<file path="config.mk">
export PLATFORM = sky130hd
export DESIGN_NAME = mcms_core
export DESIGN_NICKNAME = d
export VERILOG_FILES = /design/src/verilog/mcms_pkg.sv /design/src/verilog/mcms_state_gen.sv /design/src/verilog/mcms_core.sv
export SDC_FILE = /design/constraint.sdc
export NUM_CORES = 1
export LEC_CHECK = 0
export BUFFER_PORTS_ARGS = -buffer_cell sky130_fd_sc_hd__buf_4
export CAP_MARGIN = 20
export CORE_MARGIN = 5
export CORE_UTILIZATION = 47
export DETAILED_ROUTE_END_ITERATION = 10
export GPL_TIMING_DRIVEN = 0
export HOLD_SLACK_MARGIN = 0.15
export MAX_ROUTING_LAYER = met4
export PLACE_DENSITY = 0.86
export SYNTH_ARGS = -nofsm -noshare
export SYNTH_HDL_FRONTEND = slang
export SYNTH_HIERARCHICAL = 1
export SYNTH_SLANG_ARGS = --single-unit
</file>
<file path="constraint.sdc">
create_clock -name i_ref_clk -period 3.1 [get_ports i_ref_clk]
set_input_delay 0.465 -clock i_ref_clk [delete_from_list [all_inputs] [get_ports i_ref_clk]]
set_output_delay 0.465 -clock i_ref_clk [all_outputs]
set_load 0.005 [all_outputs]
</file>
<file path="src/verilog/mcms_pkg.sv">
// Constants and types shared by the machine-cycle sequencer and its state generator
package mcms_pkg;
  // =========================================================
  // Clock and state timing
  localparam int unsigned CLK_PERIOD_NS = 100;
  localparam int unsigned STATES_PER_CYCLE = 4;
  localparam int unsigned STATE_TIME_NS = 100;
  localparam int unsigned STATE_CLKS = (STATE_TIME_NS + CLK_PERIOD_NS - 1) / CLK_PERIOD_NS;

  // =========================================================
  // Clock control register fields
  localparam int unsigned CCR_STRETCH_LSB = 0;
  localparam int unsigned CCR_STRETCH_MSB = 2;
  localparam logic [2:0] STRETCH_RESET = 3'h1;
  localparam logic [7:0] CCR_RESET = 8'h01;

  // =========================================================
  // External data move timing
  localparam logic [3:0] XDM_BASE_CYCLES = 4'h2;
  localparam logic [5:0] STROBE_START_S0 = 6'h01;
  localparam logic [5:0] STROBE_START_SN = 6'h02;
  localparam logic [5:0] STROBE_WIDTH_S0 = 6'h02;
  localparam logic [5:0] STROBE_STEP = 6'h04;

  // =========================================================
  // Opcode classes
  localparam logic [7:0] OP_XDM_READ = 8'he0;
  localparam logic [7:0] OP_XDM_WRITE = 8'hf0;
  localparam logic [4:0] OP_BRANCH_LOW = 5'h02;
  localparam logic [3:0] MAX_INSTR_CYCLES = 4'h5;

  // =========================================================
  // State encodings
  typedef enum logic [3:0] {
    MCMS_C1 = 4'h1,
    MCMS_C2 = 4'h2,
    MCMS_C3 = 4'h4,
    MCMS_C4 = 4'h8
  } mcms_state_t;

  typedef enum logic [2:0] {
    MCMS_FETCH = 3'h1,
    MCMS_EXEC = 3'h2,
    MCMS_XACC = 3'h4
  } mcms_mode_t;
endpackage

</file>
<file path="src/verilog/mcms_state_gen.sv">
// Four-state machine-cycle generator, with a falling-edge copy of the state
`timescale 1ns/1ps
module mcms_state_gen (
  input wire logic i_ref_clk,
  input wire logic i_rst_b,
  output mcms_pkg::mcms_state_t o_state,
  output mcms_pkg::mcms_state_t o_state_neg
);
  import mcms_pkg::*;

  mcms_state_t state_ff;
  mcms_state_t nxt_state;
  mcms_state_t state_neg_ff;

  // =========================================================
  // Strict C1..C4 rotation
  always_comb begin
    case (state_ff)
      MCMS_C1: nxt_state = MCMS_C2;
      MCMS_C2: nxt_state = MCMS_C3;
      MCMS_C3: nxt_state = MCMS_C4;
      MCMS_C4: nxt_state = MCMS_C1;
      default: nxt_state = MCMS_C1; // Recover from a broken code
    endcase
  end

  // Rising edge advances the state
  always_ff @(posedge i_ref_clk or negedge i_rst_b) begin
    if (!i_rst_b) begin
      state_ff <= MCMS_C1;
    end else begin
      state_ff <= nxt_state;
    end
  end

  // Mid-state copy on the falling edge; needs a near 50% duty clock
  always_ff @(negedge i_ref_clk or negedge i_rst_b) begin
    if (!i_rst_b) begin
      state_neg_ff <= MCMS_C1;
    end else begin
      state_neg_ff <= state_ff;
    end
  end

  assign o_state = state_ff;
  assign o_state_neg = state_neg_ff;
endmodule // mcms_state_gen

</file>
<file path="src/verilog/mcms_core.sv">
// Machine-cycle sequencer with stretched external data move timing
//
// Contract
// - Each machine cycle is four one-clock states, C1 then C2, C3, C4.
// - Internal state timing uses both rising and falling clock edges.
// - At most one opcode fetch per machine cycle.
// - Jumps and calls take one extra machine cycle for the target; the code adds none when the base is already five.
// - All 256 opcodes decode; 128 finish in one machine cycle.
// - Instructions last one to five cycles; data move set by stretch.
// - Data move: normal fetch cycle, then address driven and access done.
// - Stretch is clock control bits 2..0; values 0..7 give 2..9 cycles.
// - Stretch resets to one, so a data move takes three cycles.
// - Strobe width 2 clocks at zero, else four clocks per stretch step.
// - Stretch touches only the data move; CPU state held meanwhile.
`timescale 1ns/1ps
module mcms_core #(
  parameter int ADDR_W = 16
) (
  input wire logic i_ref_clk,
  input wire logic i_rst_b,
  input wire logic [7:0] i_opcode,
  input wire logic [7:0] i_xd_din,
  input wire logic i_ccr_wr,
  input wire logic [7:0] i_ccr_wdata,
  input wire logic [ADDR_W-1:0] i_xd_addr,
  input wire logic [7:0] i_xd_wdata,
  output mcms_pkg::mcms_state_t o_state,
  output mcms_pkg::mcms_state_t o_state_neg,
  output logic o_fetch,
  output logic o_instr_done,
  output logic o_cpu_hold,
  output logic [7:0] o_ccr_rdata,
  output logic [ADDR_W-1:0] o_xd_addr,
  output logic o_xd_rd_b,
  output logic o_xd_wr_b,
  output logic [7:0] o_xd_dout,
  output logic o_xd_oe_b,
  output logic [7:0] o_xd_rdata,
  output logic o_xd_rvalid
);
  import mcms_pkg::*;

  // =========================================================
  // Elaboration checks
  if (ADDR_W < 8 || ADDR_W > 32) begin : g_bad_addr_w
    $error("ADDR_W must lie between 8 and 32");
  end

  // =========================================================
  // Decode helpers
  // Machine cycles of an ordinary opcode: lower half is single cycle
  function automatic logic [3:0] op_cycles(input logic [7:0] op);
    logic [3:0] base;
    base = 4'h1;
    if (op[7]) begin
      base = XDM_BASE_CYCLES + {2'h0, op[6:5]};
      if (op[4:0] == OP_BRANCH_LOW && base < MAX_INSTR_CYCLES) begin
        base = base + 4'h1;
      end
    end
    return base;
  endfunction

  function automatic logic is_xdm(input logic [7:0] op);
    return (op == OP_XDM_READ) || (op == OP_XDM_WRITE);
  endfunction

  // Strobe window in clocks counted from the first access clock
  function automatic logic strobe_on(input logic [5:0] k, input logic [2:0] s);
    logic [5:0] start;
    logic [5:0] width;
    start = (s == 3'h0) ? STROBE_START_S0 : STROBE_START_SN;
    width = (s == 3'h0) ? STROBE_WIDTH_S0 : 6'(STROBE_STEP * {3'h0, s});
    return (k >= start) && (k < 6'(start + width));
  endfunction

  // =========================================================
  // State generator
  mcms_state_t state;
  mcms_state_t state_neg;

  mcms_state_gen u_state_gen (
    .i_ref_clk(i_ref_clk),
    .i_rst_b(i_rst_b),
    .o_state(state),
    .o_state_neg(state_neg)
  );

  wire logic at_c4 = (state == MCMS_C4);

  // =========================================================
  // Pin synchronisers; opcode and read data must hold from C2 to C4
  logic [7:0] op_meta_ff;
  logic [7:0] op_sync_ff;
  logic [7:0] din_meta_ff;
  logic [7:0] din_sync_ff;

  always_ff @(posedge i_ref_clk or negedge i_rst_b) begin
    if (!i_rst_b) begin
      op_meta_ff <= 8'h00;
      op_sync_ff <= 8'h00;
      din_meta_ff <= 8'h00;
      din_sync_ff <= 8'h00;
    end else begin
      op_meta_ff <= i_opcode;
      op_sync_ff <= op_meta_ff;
      din_meta_ff <= i_xd_din;
      din_sync_ff <= din_meta_ff;
    end
  end

  // =========================================================
  // Clock control register
  logic [7:0] ccr_ff;

  always_ff @(posedge i_ref_clk or negedge i_rst_b) begin
    if (!i_rst_b) begin
      ccr_ff <= CCR_RESET;
    end else if (i_ccr_wr) begin
      ccr_ff <= i_ccr_wdata;
    end
  end

  wire logic [2:0] stretch = ccr_ff[CCR_STRETCH_MSB:CCR_STRETCH_LSB];

  // =========================================================
  // Instruction sequencing
  mcms_mode_t mode_ff;
  mcms_mode_t nxt_mode;
  logic [3:0] cyc_left_ff;
  logic [3:0] nxt_cyc_left;
  logic [2:0] s_lat_ff;
  logic [2:0] nxt_s;
  logic [5:0] acc_cnt_ff;
  logic [5:0] nxt_acc;
  logic xdm_write_ff;
  logic entering;

  // Next mode and remaining cycles, only moved at the close of C4
  always_comb begin
    nxt_mode = mode_ff;
    nxt_cyc_left = cyc_left_ff;
    entering = 1'b0;
    if (at_c4) begin
      case (mode_ff)
        MCMS_FETCH: begin
          if (is_xdm(op_sync_ff)) begin
            nxt_mode = MCMS_XACC;
            nxt_cyc_left = 4'h1 + {1'b0, stretch};
            entering = 1'b1;
          end else if (op_cycles(op_sync_ff) > 4'h1) begin
            nxt_mode = MCMS_EXEC;
            nxt_cyc_left = op_cycles(op_sync_ff) - 4'h1;
          end else begin
            nxt_mode = MCMS_FETCH;
            nxt_cyc_left = 4'h0;
          end
        end
        MCMS_EXEC, MCMS_XACC: begin
          nxt_cyc_left = cyc_left_ff - 4'h1;
          nxt_mode = (cyc_left_ff == 4'h1) ? MCMS_FETCH : mode_ff;
        end
        default: begin
          nxt_mode = MCMS_FETCH;
          nxt_cyc_left = 4'h0;
        end
      endcase
    end
    nxt_s = entering ? stretch : s_lat_ff;
    nxt_acc = entering ? 6'h00 : 6'(acc_cnt_ff + 6'h01);
  end

  // Mode, cycle count and stretch snapshot
  always_ff @(posedge i_ref_clk or negedge i_rst_b) begin
    if (!i_rst_b) begin
      mode_ff <= MCMS_FETCH;
      cyc_left_ff <= 4'h0;
      s_lat_ff <= STRETCH_RESET;
      acc_cnt_ff <= 6'h00;
      xdm_write_ff <= 1'b0;
    end else begin
      mode_ff <= nxt_mode;
      cyc_left_ff <= nxt_cyc_left;
      s_lat_ff <= nxt_s;
      acc_cnt_ff <= (nxt_mode == MCMS_XACC) ? nxt_acc : 6'h00;
      if (entering) begin
        xdm_write_ff <= (op_sync_ff == OP_XDM_WRITE);
      end
    end
  end

  // =========================================================
  // Sequencer status outputs
  logic fetch_ff;
  logic done_ff;
  logic hold_ff;

  // Fetch only in C1 of a fetch cycle, so never twice per cycle
  always_ff @(posedge i_ref_clk or negedge i_rst_b) begin
    if (!i_rst_b) begin
      fetch_ff <= 1'b0;
      done_ff <= 1'b0;
      hold_ff <= 1'b0;
    end else begin
      fetch_ff <= (nxt_mode == MCMS_FETCH) && at_c4;
      done_ff <= at_c4 && (nxt_mode == MCMS_FETCH);
      hold_ff <= (nxt_mode == MCMS_XACC) && (nxt_acc >= 6'd4);
    end
  end

  // =========================================================
  // External data bus
  logic [ADDR_W-1:0] addr_ff;
  logic rd_b_ff;
  logic wr_b_ff;
  logic [7:0] dout_ff;
  logic oe_b_ff;
  logic [7:0] rdata_ff;
  logic rvalid_ff;
  logic strobe_nxt;

  assign strobe_nxt = (nxt_mode == MCMS_XACC) && strobe_on(nxt_acc, nxt_s);

  // Address and write data captured as the access cycle begins
  always_ff @(posedge i_ref_clk or negedge i_rst_b) begin
    if (!i_rst_b) begin
      addr_ff <= '0;
      dout_ff <= 8'h00;
      oe_b_ff <= 1'b1;
    end else begin
      if (entering) begin
        addr_ff <= i_xd_addr;
        dout_ff <= i_xd_wdata;
      end
      oe_b_ff <= !((nxt_mode == MCMS_XACC) && (entering ? op_sync_ff == OP_XDM_WRITE
                                                        : xdm_write_ff));
    end
  end

  // Strobes are registered so they never glitch at state boundaries
  always_ff @(posedge i_ref_clk or negedge i_rst_b) begin
    if (!i_rst_b) begin
      rd_b_ff <= 1'b1;
      wr_b_ff <= 1'b1;
    end else begin
      rd_b_ff <= !(strobe_nxt && !(entering ? op_sync_ff == OP_XDM_WRITE : xdm_write_ff));
      wr_b_ff <= !(strobe_nxt && (entering ? op_sync_ff == OP_XDM_WRITE : xdm_write_ff));
    end
  end

  // Read data taken two clocks after the read strobe rises (sync delay)
  logic [1:0] rd_end_ff;

  always_ff @(posedge i_ref_clk or negedge i_rst_b) begin
    if (!i_rst_b) begin
      rd_end_ff <= 2'h0;
      rdata_ff <= 8'h00;
      rvalid_ff <= 1'b0;
    end else begin
      rd_end_ff <= {rd_end_ff[0], !rd_b_ff && strobe_nxt == 1'b0};
      rvalid_ff <= rd_end_ff[1];
      if (rd_end_ff[1]) begin
        rdata_ff <= din_sync_ff;
      end
    end
  end

  // =========================================================
  // Output drive
  assign o_state = state;
  assign o_state_neg = state_neg;
  assign o_fetch = fetch_ff;
  assign o_instr_done = done_ff;
  assign o_cpu_hold = hold_ff;
  assign o_ccr_rdata = ccr_ff;
  assign o_xd_addr = addr_ff;
  assign o_xd_rd_b = rd_b_ff;
  assign o_xd_wr_b = wr_b_ff;
  assign o_xd_dout = dout_ff;
  assign o_xd_oe_b = oe_b_ff;
  assign o_xd_rdata = rdata_ff;
  assign o_xd_rvalid = rvalid_ff;
endmodule // mcms_core

</file>
==> results.md, run 1 <==
* DR vias at 2556
* DP HPWL at 5560 um
* Total Routed Length at 7480 um
* Worst setup path class: reg -> out
* Synthesized instance count at 278
* # setup viols final at 0
* # placed instances at 488
* Largest net degree at the start of global routing at 59
* Setup crit start kind: flip-flop
* Drt drc at 0
* MaxCap Viol Count at 0
* First-pass GRT wire length at 12300 um
* CTS Buf Count at 9
* Crit path capture type: output port
* Number of hold buffers added after cts at 0
* Mapped Area at 0.00400 mm2
* Die H at 102 um
* First-pass iteration count of the detailed router at 4
* Final hold slack at 0.141 ns
* Avg WL per Cell at 14.6 um
* Syn. warnings at 6
* Post-synth ARST share at 100%
* Worst-skew pair later-pin latency at 0.40 ns
* Leakage power at 2.57 nW
* Register area at 0.00264 mm2
* Initial Utilization at 48.4%
* Overflow after GRT at 0
* Slew headroom at 52.4%
* Synth Area per Inst at 14.4 um2
* Fin cells at 511
* Sink Count at 105
* Drt first-iter violations at 105
* Slowest CP cell: dfstp_2
* Area of the multi-input gates at 0.00130 mm2
* Post-synth EDFFs at 0
* Clock transition at the registers of the reported paths at 0.10 ns
* Slew of the pin with the lowest slew margin at 0.714 ns
* Seq/Total Area, Yosys at 66.0%
* Share of cells above drive strength 1 at 48.0%
* Row count at 33
* H-tree depth at 3
* Status: complete, no violations
* Maximum vdd drop at 0.000287 V
* Worst reg2reg endpoint: rd_end_ff[0]$_DFF_PN0_
* Crit-path max cell delay at 0.50 ns
* Antenna fix cells at 0
* Power Dens Cells at 511 mW/mm2
* Arrival time worst endpoint at 2.55 ns
* Synth unique cells at 43
* Layout area overhead at 30.1%
* CTS root buf: clkbuf_8
* Crit Reg-Reg Startpoint: mode_ff[0]$_DFF_PN1_
* Initial antenna violation count at 0
* Gr usage total at 15.6%
* Core ar. at 0.00826 mm2
* Crit path max-delay family: flip-flops
* Critical path fanouts, max at 1
* Vias in the first global route at 2630
* Required @ worst endpoint at 2.63 ns
* CP Cell Sequence: buf_4
* Total chip power at 2.66 mW
* Worst hold-check path type: in -> async
* IO Pins at 106
* I/O Buffers at 104
* Vias per cell at 5.00
* Main combinational cell family by area after synthesis: multiplexers
* Worst reg-to-reg setup slack at 0.20 ns
* Number of fill cells at 647
* Full die area at 0.0104 mm2
* CTS tree: built
* Chip Width at 102 um
* R2R cell count at 10
* Post-Synth XOR/XNOR Area at 1.97%
* Compound-Gate Fraction of Synth Area at 4.45%
* Placer Congestion at 0.882
* Post-route ant nets at 0
* Simple-Gate Fraction of Synth Area at 9.36%
* Synth Net Count at 339
* Clock Skews at 0.0436 ns
* Clock tree buffer depth at 2
* Most used DFF post-synth: dfrtp_1
* Final nets at 462
* Unrepaired setup endpoints after global routing: false
* FF+latch count, synth at 105
* Slew Limit Fails at 0
* Mux share of post-synthesis cell area at 13.1%
* Post-Synth Adder-Cell Area at 3.13%
* Hold Vio Cnt, Final at 0
* Crit path buffers/inverters at 1
## power breakdown
part / switching (mW) / total, mW / internal, mW
logic: 0.150 / 0.354 / 0.204
registers: 0.0637 / 1.53 / 1.46
clock network: 0.472 / 0.775 / 0.303
## flip-flops by register name, indices dropped and copies added, names as in the netlist, 2 cells and up
| register | flops |
|---|---|
| acc_cnt_ff | 6 |
| o_ccr_rdata | 8 |
| o_xd_dout | 8 |
| o_xd_rdata | 8 |
| din_sync_ff | 8 |
| u_state_gen/o_state_neg | 4 |
| s_lat_ff | 3 |
| mode_ff | 3 |
| o_xd_addr | 16 |
| din_meta_ff | 8 |
| u_state_gen/o_state | 4 |
| op_sync_ff | 8 |
| op_meta_ff | 8 |
| rd_end_ff | 2 |
| cyc_left_ff | 4 |
## layout by cell type, fill, tap and decap left out, types with 2 or more instances in the layout
master / netlist / layout
dfstp_2: 8 / 8
mux2_2: 42 / 42
a221oi_1: 2 / 2
o21ai_0: 6 / 6
clkbuf_1: 4 / 3
dfrtn_1: 3 / 3
nand2b_1: 4 / 4
inv_6: 0 / 2
xnor2_1: 5 / 5
buf_2: 3 / 2
a21o_1: 3 / 3
mux2i_1: 5 / 4
o31ai_1: 2 / 2
or2_2: 2 / 2
nor3_1: 3 / 3
xor2_1: 4 / 4
nor4b_1: 5 / 5
and2_1: 5 / 5
nand4_1: 2 / 2
a21oi_1: 5 / 4
ha_1: 10 / 10
dfrtp_1: 94 / 91
nor2_1: 12 / 12
inv_4: 0 / 2
nand3_1: 4 / 4
or3_1: 2 / 2
dfrtp_2: 0 / 3
buf_4: 1 / 113
a22o_1: 2 / 2
clkbuf_8: 0 / 9
nand2_1: 12 / 12
nor3b_1: 3 / 3
inv_1: 11 / 12
## how the worst max path moves through the flow
stage	startpoint	to	slack, ns	cells past startpoint
after floorplan	u_state_gen/o_state[1]$_DFF_PN0_	rd_end_ff[0]$_DFF_PN0_	0.08	11
after global placement	u_state_gen/o_state[1]$_DFF_PN0_	rd_end_ff[0]$_DFF_PN0_	-0.37	11
after detailed placement	u_state_gen/o_state[1]$_DFF_PN0_	rd_end_ff[0]$_DFF_PN0_	-0.42	11
after CTS	u_state_gen/o_state[1]$_DFF_PN0_	rd_end_ff[0]$_DFF_PN0_	0.01	10
after global routing	mode_ff[0]$_DFF_PN1_	o_xd_wr_b$_DFF_PN1_	0.03	10
final	u_state_gen/o_state_neg[0]$_DFF_NN1_	o_state_neg[0]	0.09	1
## repair_timing
item,in CTS,in global routing
resized for setup,5,5
setup endpoints to repair,3,3
endpoints found under the hold margin,0,0
pin swaps,2,3
cloned,0,0
buffers inserted,1,7
## through the flow
stage / cell area (um2) / setup TNS [ns] / utilization [%] / setup slack [ns]
after floorplan: 4000 / 0 / - / 0.0814
after global placement: 4910 / -1.09 / 59.4 / -0.374
after detailed placement: 4930 / -1.22 / 59.8 / -0.419
after CTS: 5130 / 0 / 62.1 / 0.0114
after global routing: 5200 / 0 / 62.9 / 0.0330
final: 5200 / 0 / 62.9 / 0.0857
## worst register-to-register path, cell delays in order, from the launching register on
cell and delay, ns:
dfstp_2 0.55, or3b_4 0.40, nor4_4 0.33, buf_6 0.19, mux2i_4 0.23, ha_1 0.27, a21o_1 0.18, a21oi_2 0.13
o31ai_1 0.09, nor4_2 0.34, nor2_1 0.08
## synth_stat cells, types with 3 or more instances
cell type / instances / area, um2
nor3b_1: 3 / 22.5
o21ai_0: 6 / 30.0
and2_1: 5 / 31.3
mux2i_1: 5 / 50.1
dfstp_2: 8 / 210
xor2_1: 4 / 35.0
buf_2: 3 / 15.0
nor2_1: 12 / 45.0
xnor2_1: 5 / 43.8
nand2_1: 12 / 45.0
clkbuf_1: 4 / 15.0
a21oi_1: 5 / 25.0
nand3_1: 4 / 20.0
ha_1: 10 / 125
nor4b_1: 5 / 43.8
nand2b_1: 4 / 25.0
inv_1: 11 / 41.3
mux2_2: 42 / 473
nor3_1: 3 / 15.0
a21o_1: 3 / 22.5
dfrtp_1: 94 / 2350
dfrtn_1: 3 / 75.1
## cell families (layout without fill, tap and decap cells)
group / count (synthesis) / count (layout)
and+or+nand+nor: 62 / 62
adders and majority gates: 10 / 10
buffers and inverters: 19 / 147
muxes: 47 / 47
xor gates and xnor gates: 9 / 9
AOI/OAI and AO/OA: 26 / 26
DFF: 105 / 105
## metal layers
metal | global-route usage, % | wire length [um] | part of all wire, %
met5 | - | 0 | 0
met4 | 3.63 | 100 | 1.3
met3 | 5.05 | 441 | 5.9
met2 | 24.9 | 3870 | 52
met1 | 19.4 | 3070 | 41
## cell type report
type,instances,area share [%]
buffer,7,0.770
clock inverter,8,1.04
timing repair buffer,113,16.7
tap,105,2.53
inverter,10,0.722
clock buffer,9,2.38
sequential,105,50.8
multi-input combinational,154,25.0
Note: power is estimated with default switching activity, not from simulation.
==> run 2, diff against run 1 <==
--- a/config.mk
+++ b/config.mk
@@ -13,8 +13,7 @@
 export GPL_TIMING_DRIVEN = 0
 export HOLD_SLACK_MARGIN = 0.15
 export MAX_ROUTING_LAYER = met4
-export PLACE_DENSITY = 0.86
+export PLACE_DENSITY = 0.75
 export SYNTH_ARGS = -nofsm -noshare
 export SYNTH_HDL_FRONTEND = slang
-export SYNTH_HIERARCHICAL = 1
 export SYNTH_SLANG_ARGS = --single-unit
==> run 2 against run 1 <==
Non-clock buffer count did not move. Power increased by 6.7%. Routed wire length rose by 10%. Largest cell class unchanged. Highest routed layer unchanged. Flip-flop and latch count is the same. Register-to-register slack better by 0.03 ns.
==> results.md, run 2 <==
* Status: complete, no violations
* Synth Net Count at 390
* Clock transition at the registers of the reported paths at 0.11 ns
* IO Pins at 106
* Total Routed Length at 8240 um
* Synth Area per Inst at 12.2 um2
* Required @ worst endpoint at 2.63 ns
* Worst-skew pair later-pin latency at 0.40 ns
* Commonest non-fill, non-tap cell in the layout: buf_4
* Synth area leader: dfrtp_1
* Crit Reg-Reg Startpoint: u_state_gen.o_state[1]$_DFF_PN0_
* Worst setup margin at 0.0915 ns
* Share of cells above drive strength 1 at 35.7%
* Max FFs per register at 16
* Met3 wire len at 640 um
* Leakage power at 2.53 nW
* Sink Count at 105
* CTS Buf Count at 9
* Crit path max-delay family: flip-flops
* Drt first-iter violations at 125
* Slew headroom at 64.0%
* Arrival time worst endpoint at 2.54 ns
* Seq/Total Area, Yosys at 66.0%
* Synthesized instance count at 329
* CP Cell Sequence: buf_4
* Full die area at 0.0105 mm2
* # setup viols final at 0
* Antenna fix cells at 0
* Setup TNS at 0 ns
* Post-route ant nets at 0
* Synth unique cells at 45
* Avg WL per Cell at 14.7 um
* Setup crit start kind: flip-flop
* CTS root buf: clkbuf_8
* Min-delay src: i_xd_din[3]
* Slew Limit Fails at 0
* Number of fill cells at 649
* Maximum vdd drop at 0.000306 V
* Chip Width at 102 um
* CTS tree: built
* Hold Path Stages at 1
* I/O Buffers at 104
* Slowest CP cell: dfstp_2
* Clock tree buffer depth at 2
* Slew of the pin with the lowest slew margin at 0.540 ns
* Hold EP: din_meta_ff[3]$_DFF_PN0_
* Final nets at 510
* Placer Congestion at 0.831
* DP HPWL at 6170 um
* Crit-path max cell delay at 0.50 ns
* Overflow after GRT at 0
* Post-synth EDFFs at 0
* Worst reg-to-reg setup slack at 0.23 ns
* Row count at 33
* Gr usage total at 17.5%
* Worst hold-check path type: in -> reg
* FF+latch count, synth at 105
* Worst reg2reg endpoint: rd_end_ff[0]$_DFF_PN0_
* Initial Utilization at 48.4%
* Crit path buffers/inverters at 1
* First-pass iteration count of the detailed router at 4
* Hold Vio Cnt, Final at 0
* Leading post-synthesis cells by cell area: dfrtp_1, nand2_1, dfstp_2
* Drt drc at 0
* Uppermost routed layer: met4
* Vias in the first global route at 2871
* Syn. warnings at 0
* Total chip power at 2.83 mW
* Most common library cells after synthesis: dfrtp_1, nand2_1, mux2_2, nor2_1, inv_1
* Clock Skews at 0.0342 ns
* Register area at 0.00264 mm2
* Area share of the largest cell type after synthesis at 58.8%
* Crit path capture type: output port
* Top-count cell post-synth: dfrtp_1
* H-tree depth at 3
* Layout area overhead at 30.0%
* MaxCap Viol Count at 0
* Critical path fanouts, max at 1
* Unrepaired setup endpoints after global routing: false
* Routed met1 length at 3620 um
* Power Dens Cells at 545 mW/mm2
* Die H at 102 um
* Most used DFF post-synth: dfrtp_1
* Dpl ws at 0.0756 ns
* DR vias at 2794
* Mapped Area at 0.00400 mm2
* R2R cell count at 10
* First-pass GRT wire length at 13700 um
* Core ar. at 0.00826 mm2
* Met2 wire length at 3890 um
* Most frequent cells in the layout: buf_4, dfrtp_1, nand2_1
* Initial antenna violation count at 0
* Area of the multi-input gates at 0.00126 mm2
* Vias per cell at 5.00
* Worst setup path class: reg -> out
* Largest net degree at the start of global routing at 64
* Post-synth ARST share at 100%
[run 2: worst max path at each step]
| stage | startpoint | endpoint | slack [ns] | cells after the start |
|---|---|---|---|---|
| 3_3_place_gp | i_rst_b | u_state_gen.o_state_neg[1]$_DFF_NN0_ | 0.05 | 1 |
| 6_report | u_state_gen.o_state_neg[0]$_DFF_NN1_ | o_state_neg[0] | 0.09 | 1 |
| 4_1_cts | mode_ff[0]$_DFF_PN1_ | rd_end_ff[0]$_DFF_PN0_ | 0.04 | 10 |
| 3_5_place_dp | mode_ff[0]$_DFF_PN1_ | rd_end_ff[0]$_DFF_PN0_ | 0.08 | 10 |
| 5_1_grt | u_state_gen.o_state[1]$_DFF_PN0_ | o_xd_rd_b$_DFF_PN1_ | 0.006 | 10 |
| 2_1_floorplan | mode_ff[0]$_DFF_PN1_ | rd_end_ff[0]$_DFF_PN0_ | 0.50 | 10 |
[run 2: timing repair]
| action | in CTS | in global routing |
|---|---|---|
| setup buffers | 0 | 3 |
| endpoints found under the setup margin | 0 | 3 |
| hold buffers | 1 | 0 |
| resized for setup | 0 | 3 |
| hold endpoints to repair | 37 | 0 |
[run 2: final cells by class]
class,count,area share [%]
plain buffers,11,1.18
clock buffers,9,2.38
clock inverters,8,1.88
inverters,12,0.866
multi-input cells,200,24.3
flip-flops and latches,105,50.7
well taps,105,2.53
repair buffers,109,16.2
[run 2: cell families after synthesis]
kind of cell,Yosys count,share of synthesized area [%]
AND/OR/NAND/NOR,138,16.8
multiplexers,21,5.76
flip-flops,105,66.0
adder cells (fa/ha/maj),10,3.13
XOR/XNOR,8,1.75
AO/OA/AOI/OAI,23,3.85
buffers and inverters,24,2.75
[run 2: power by group]
| group | switching (mW) | internal, mW | total (mW) |
|---|---|---|---|
| clock | 0.498 | 0.399 | 0.897 |
| combinational | 0.167 | 0.220 | 0.387 |
| sequential | 0.0754 | 1.47 | 1.55 |
| total | 0.741 | 2.09 | 2.83 |
[run 2: stage by stage]
| step | instance area, um2 | std cells | hold WS [ns] | util, % |
|---|---|---|---|---|
| after floorplan | 4000 | 329 | 0.169 | - |
| after global placement | 4910 | 538 | 0.332 | 59.5 |
| after detailed placement | 4940 | 539 | 0.335 | 59.8 |
| after CTS | 5170 | 556 | 0.179 | 62.6 |
| after global routing | 5200 | 559 | 0.166 | 63.0 |
| final | 5200 | 559 | 0.196 | 63.0 |
[run 2: per-layer routing]
metal / up-vias / global-route usage [%]
li1: 1343 / -
met2: 95 / 27.6
met1: 1347 / 22.7
met4: 0 / 5.65
met3: 9 / 3.82
met5: - / -
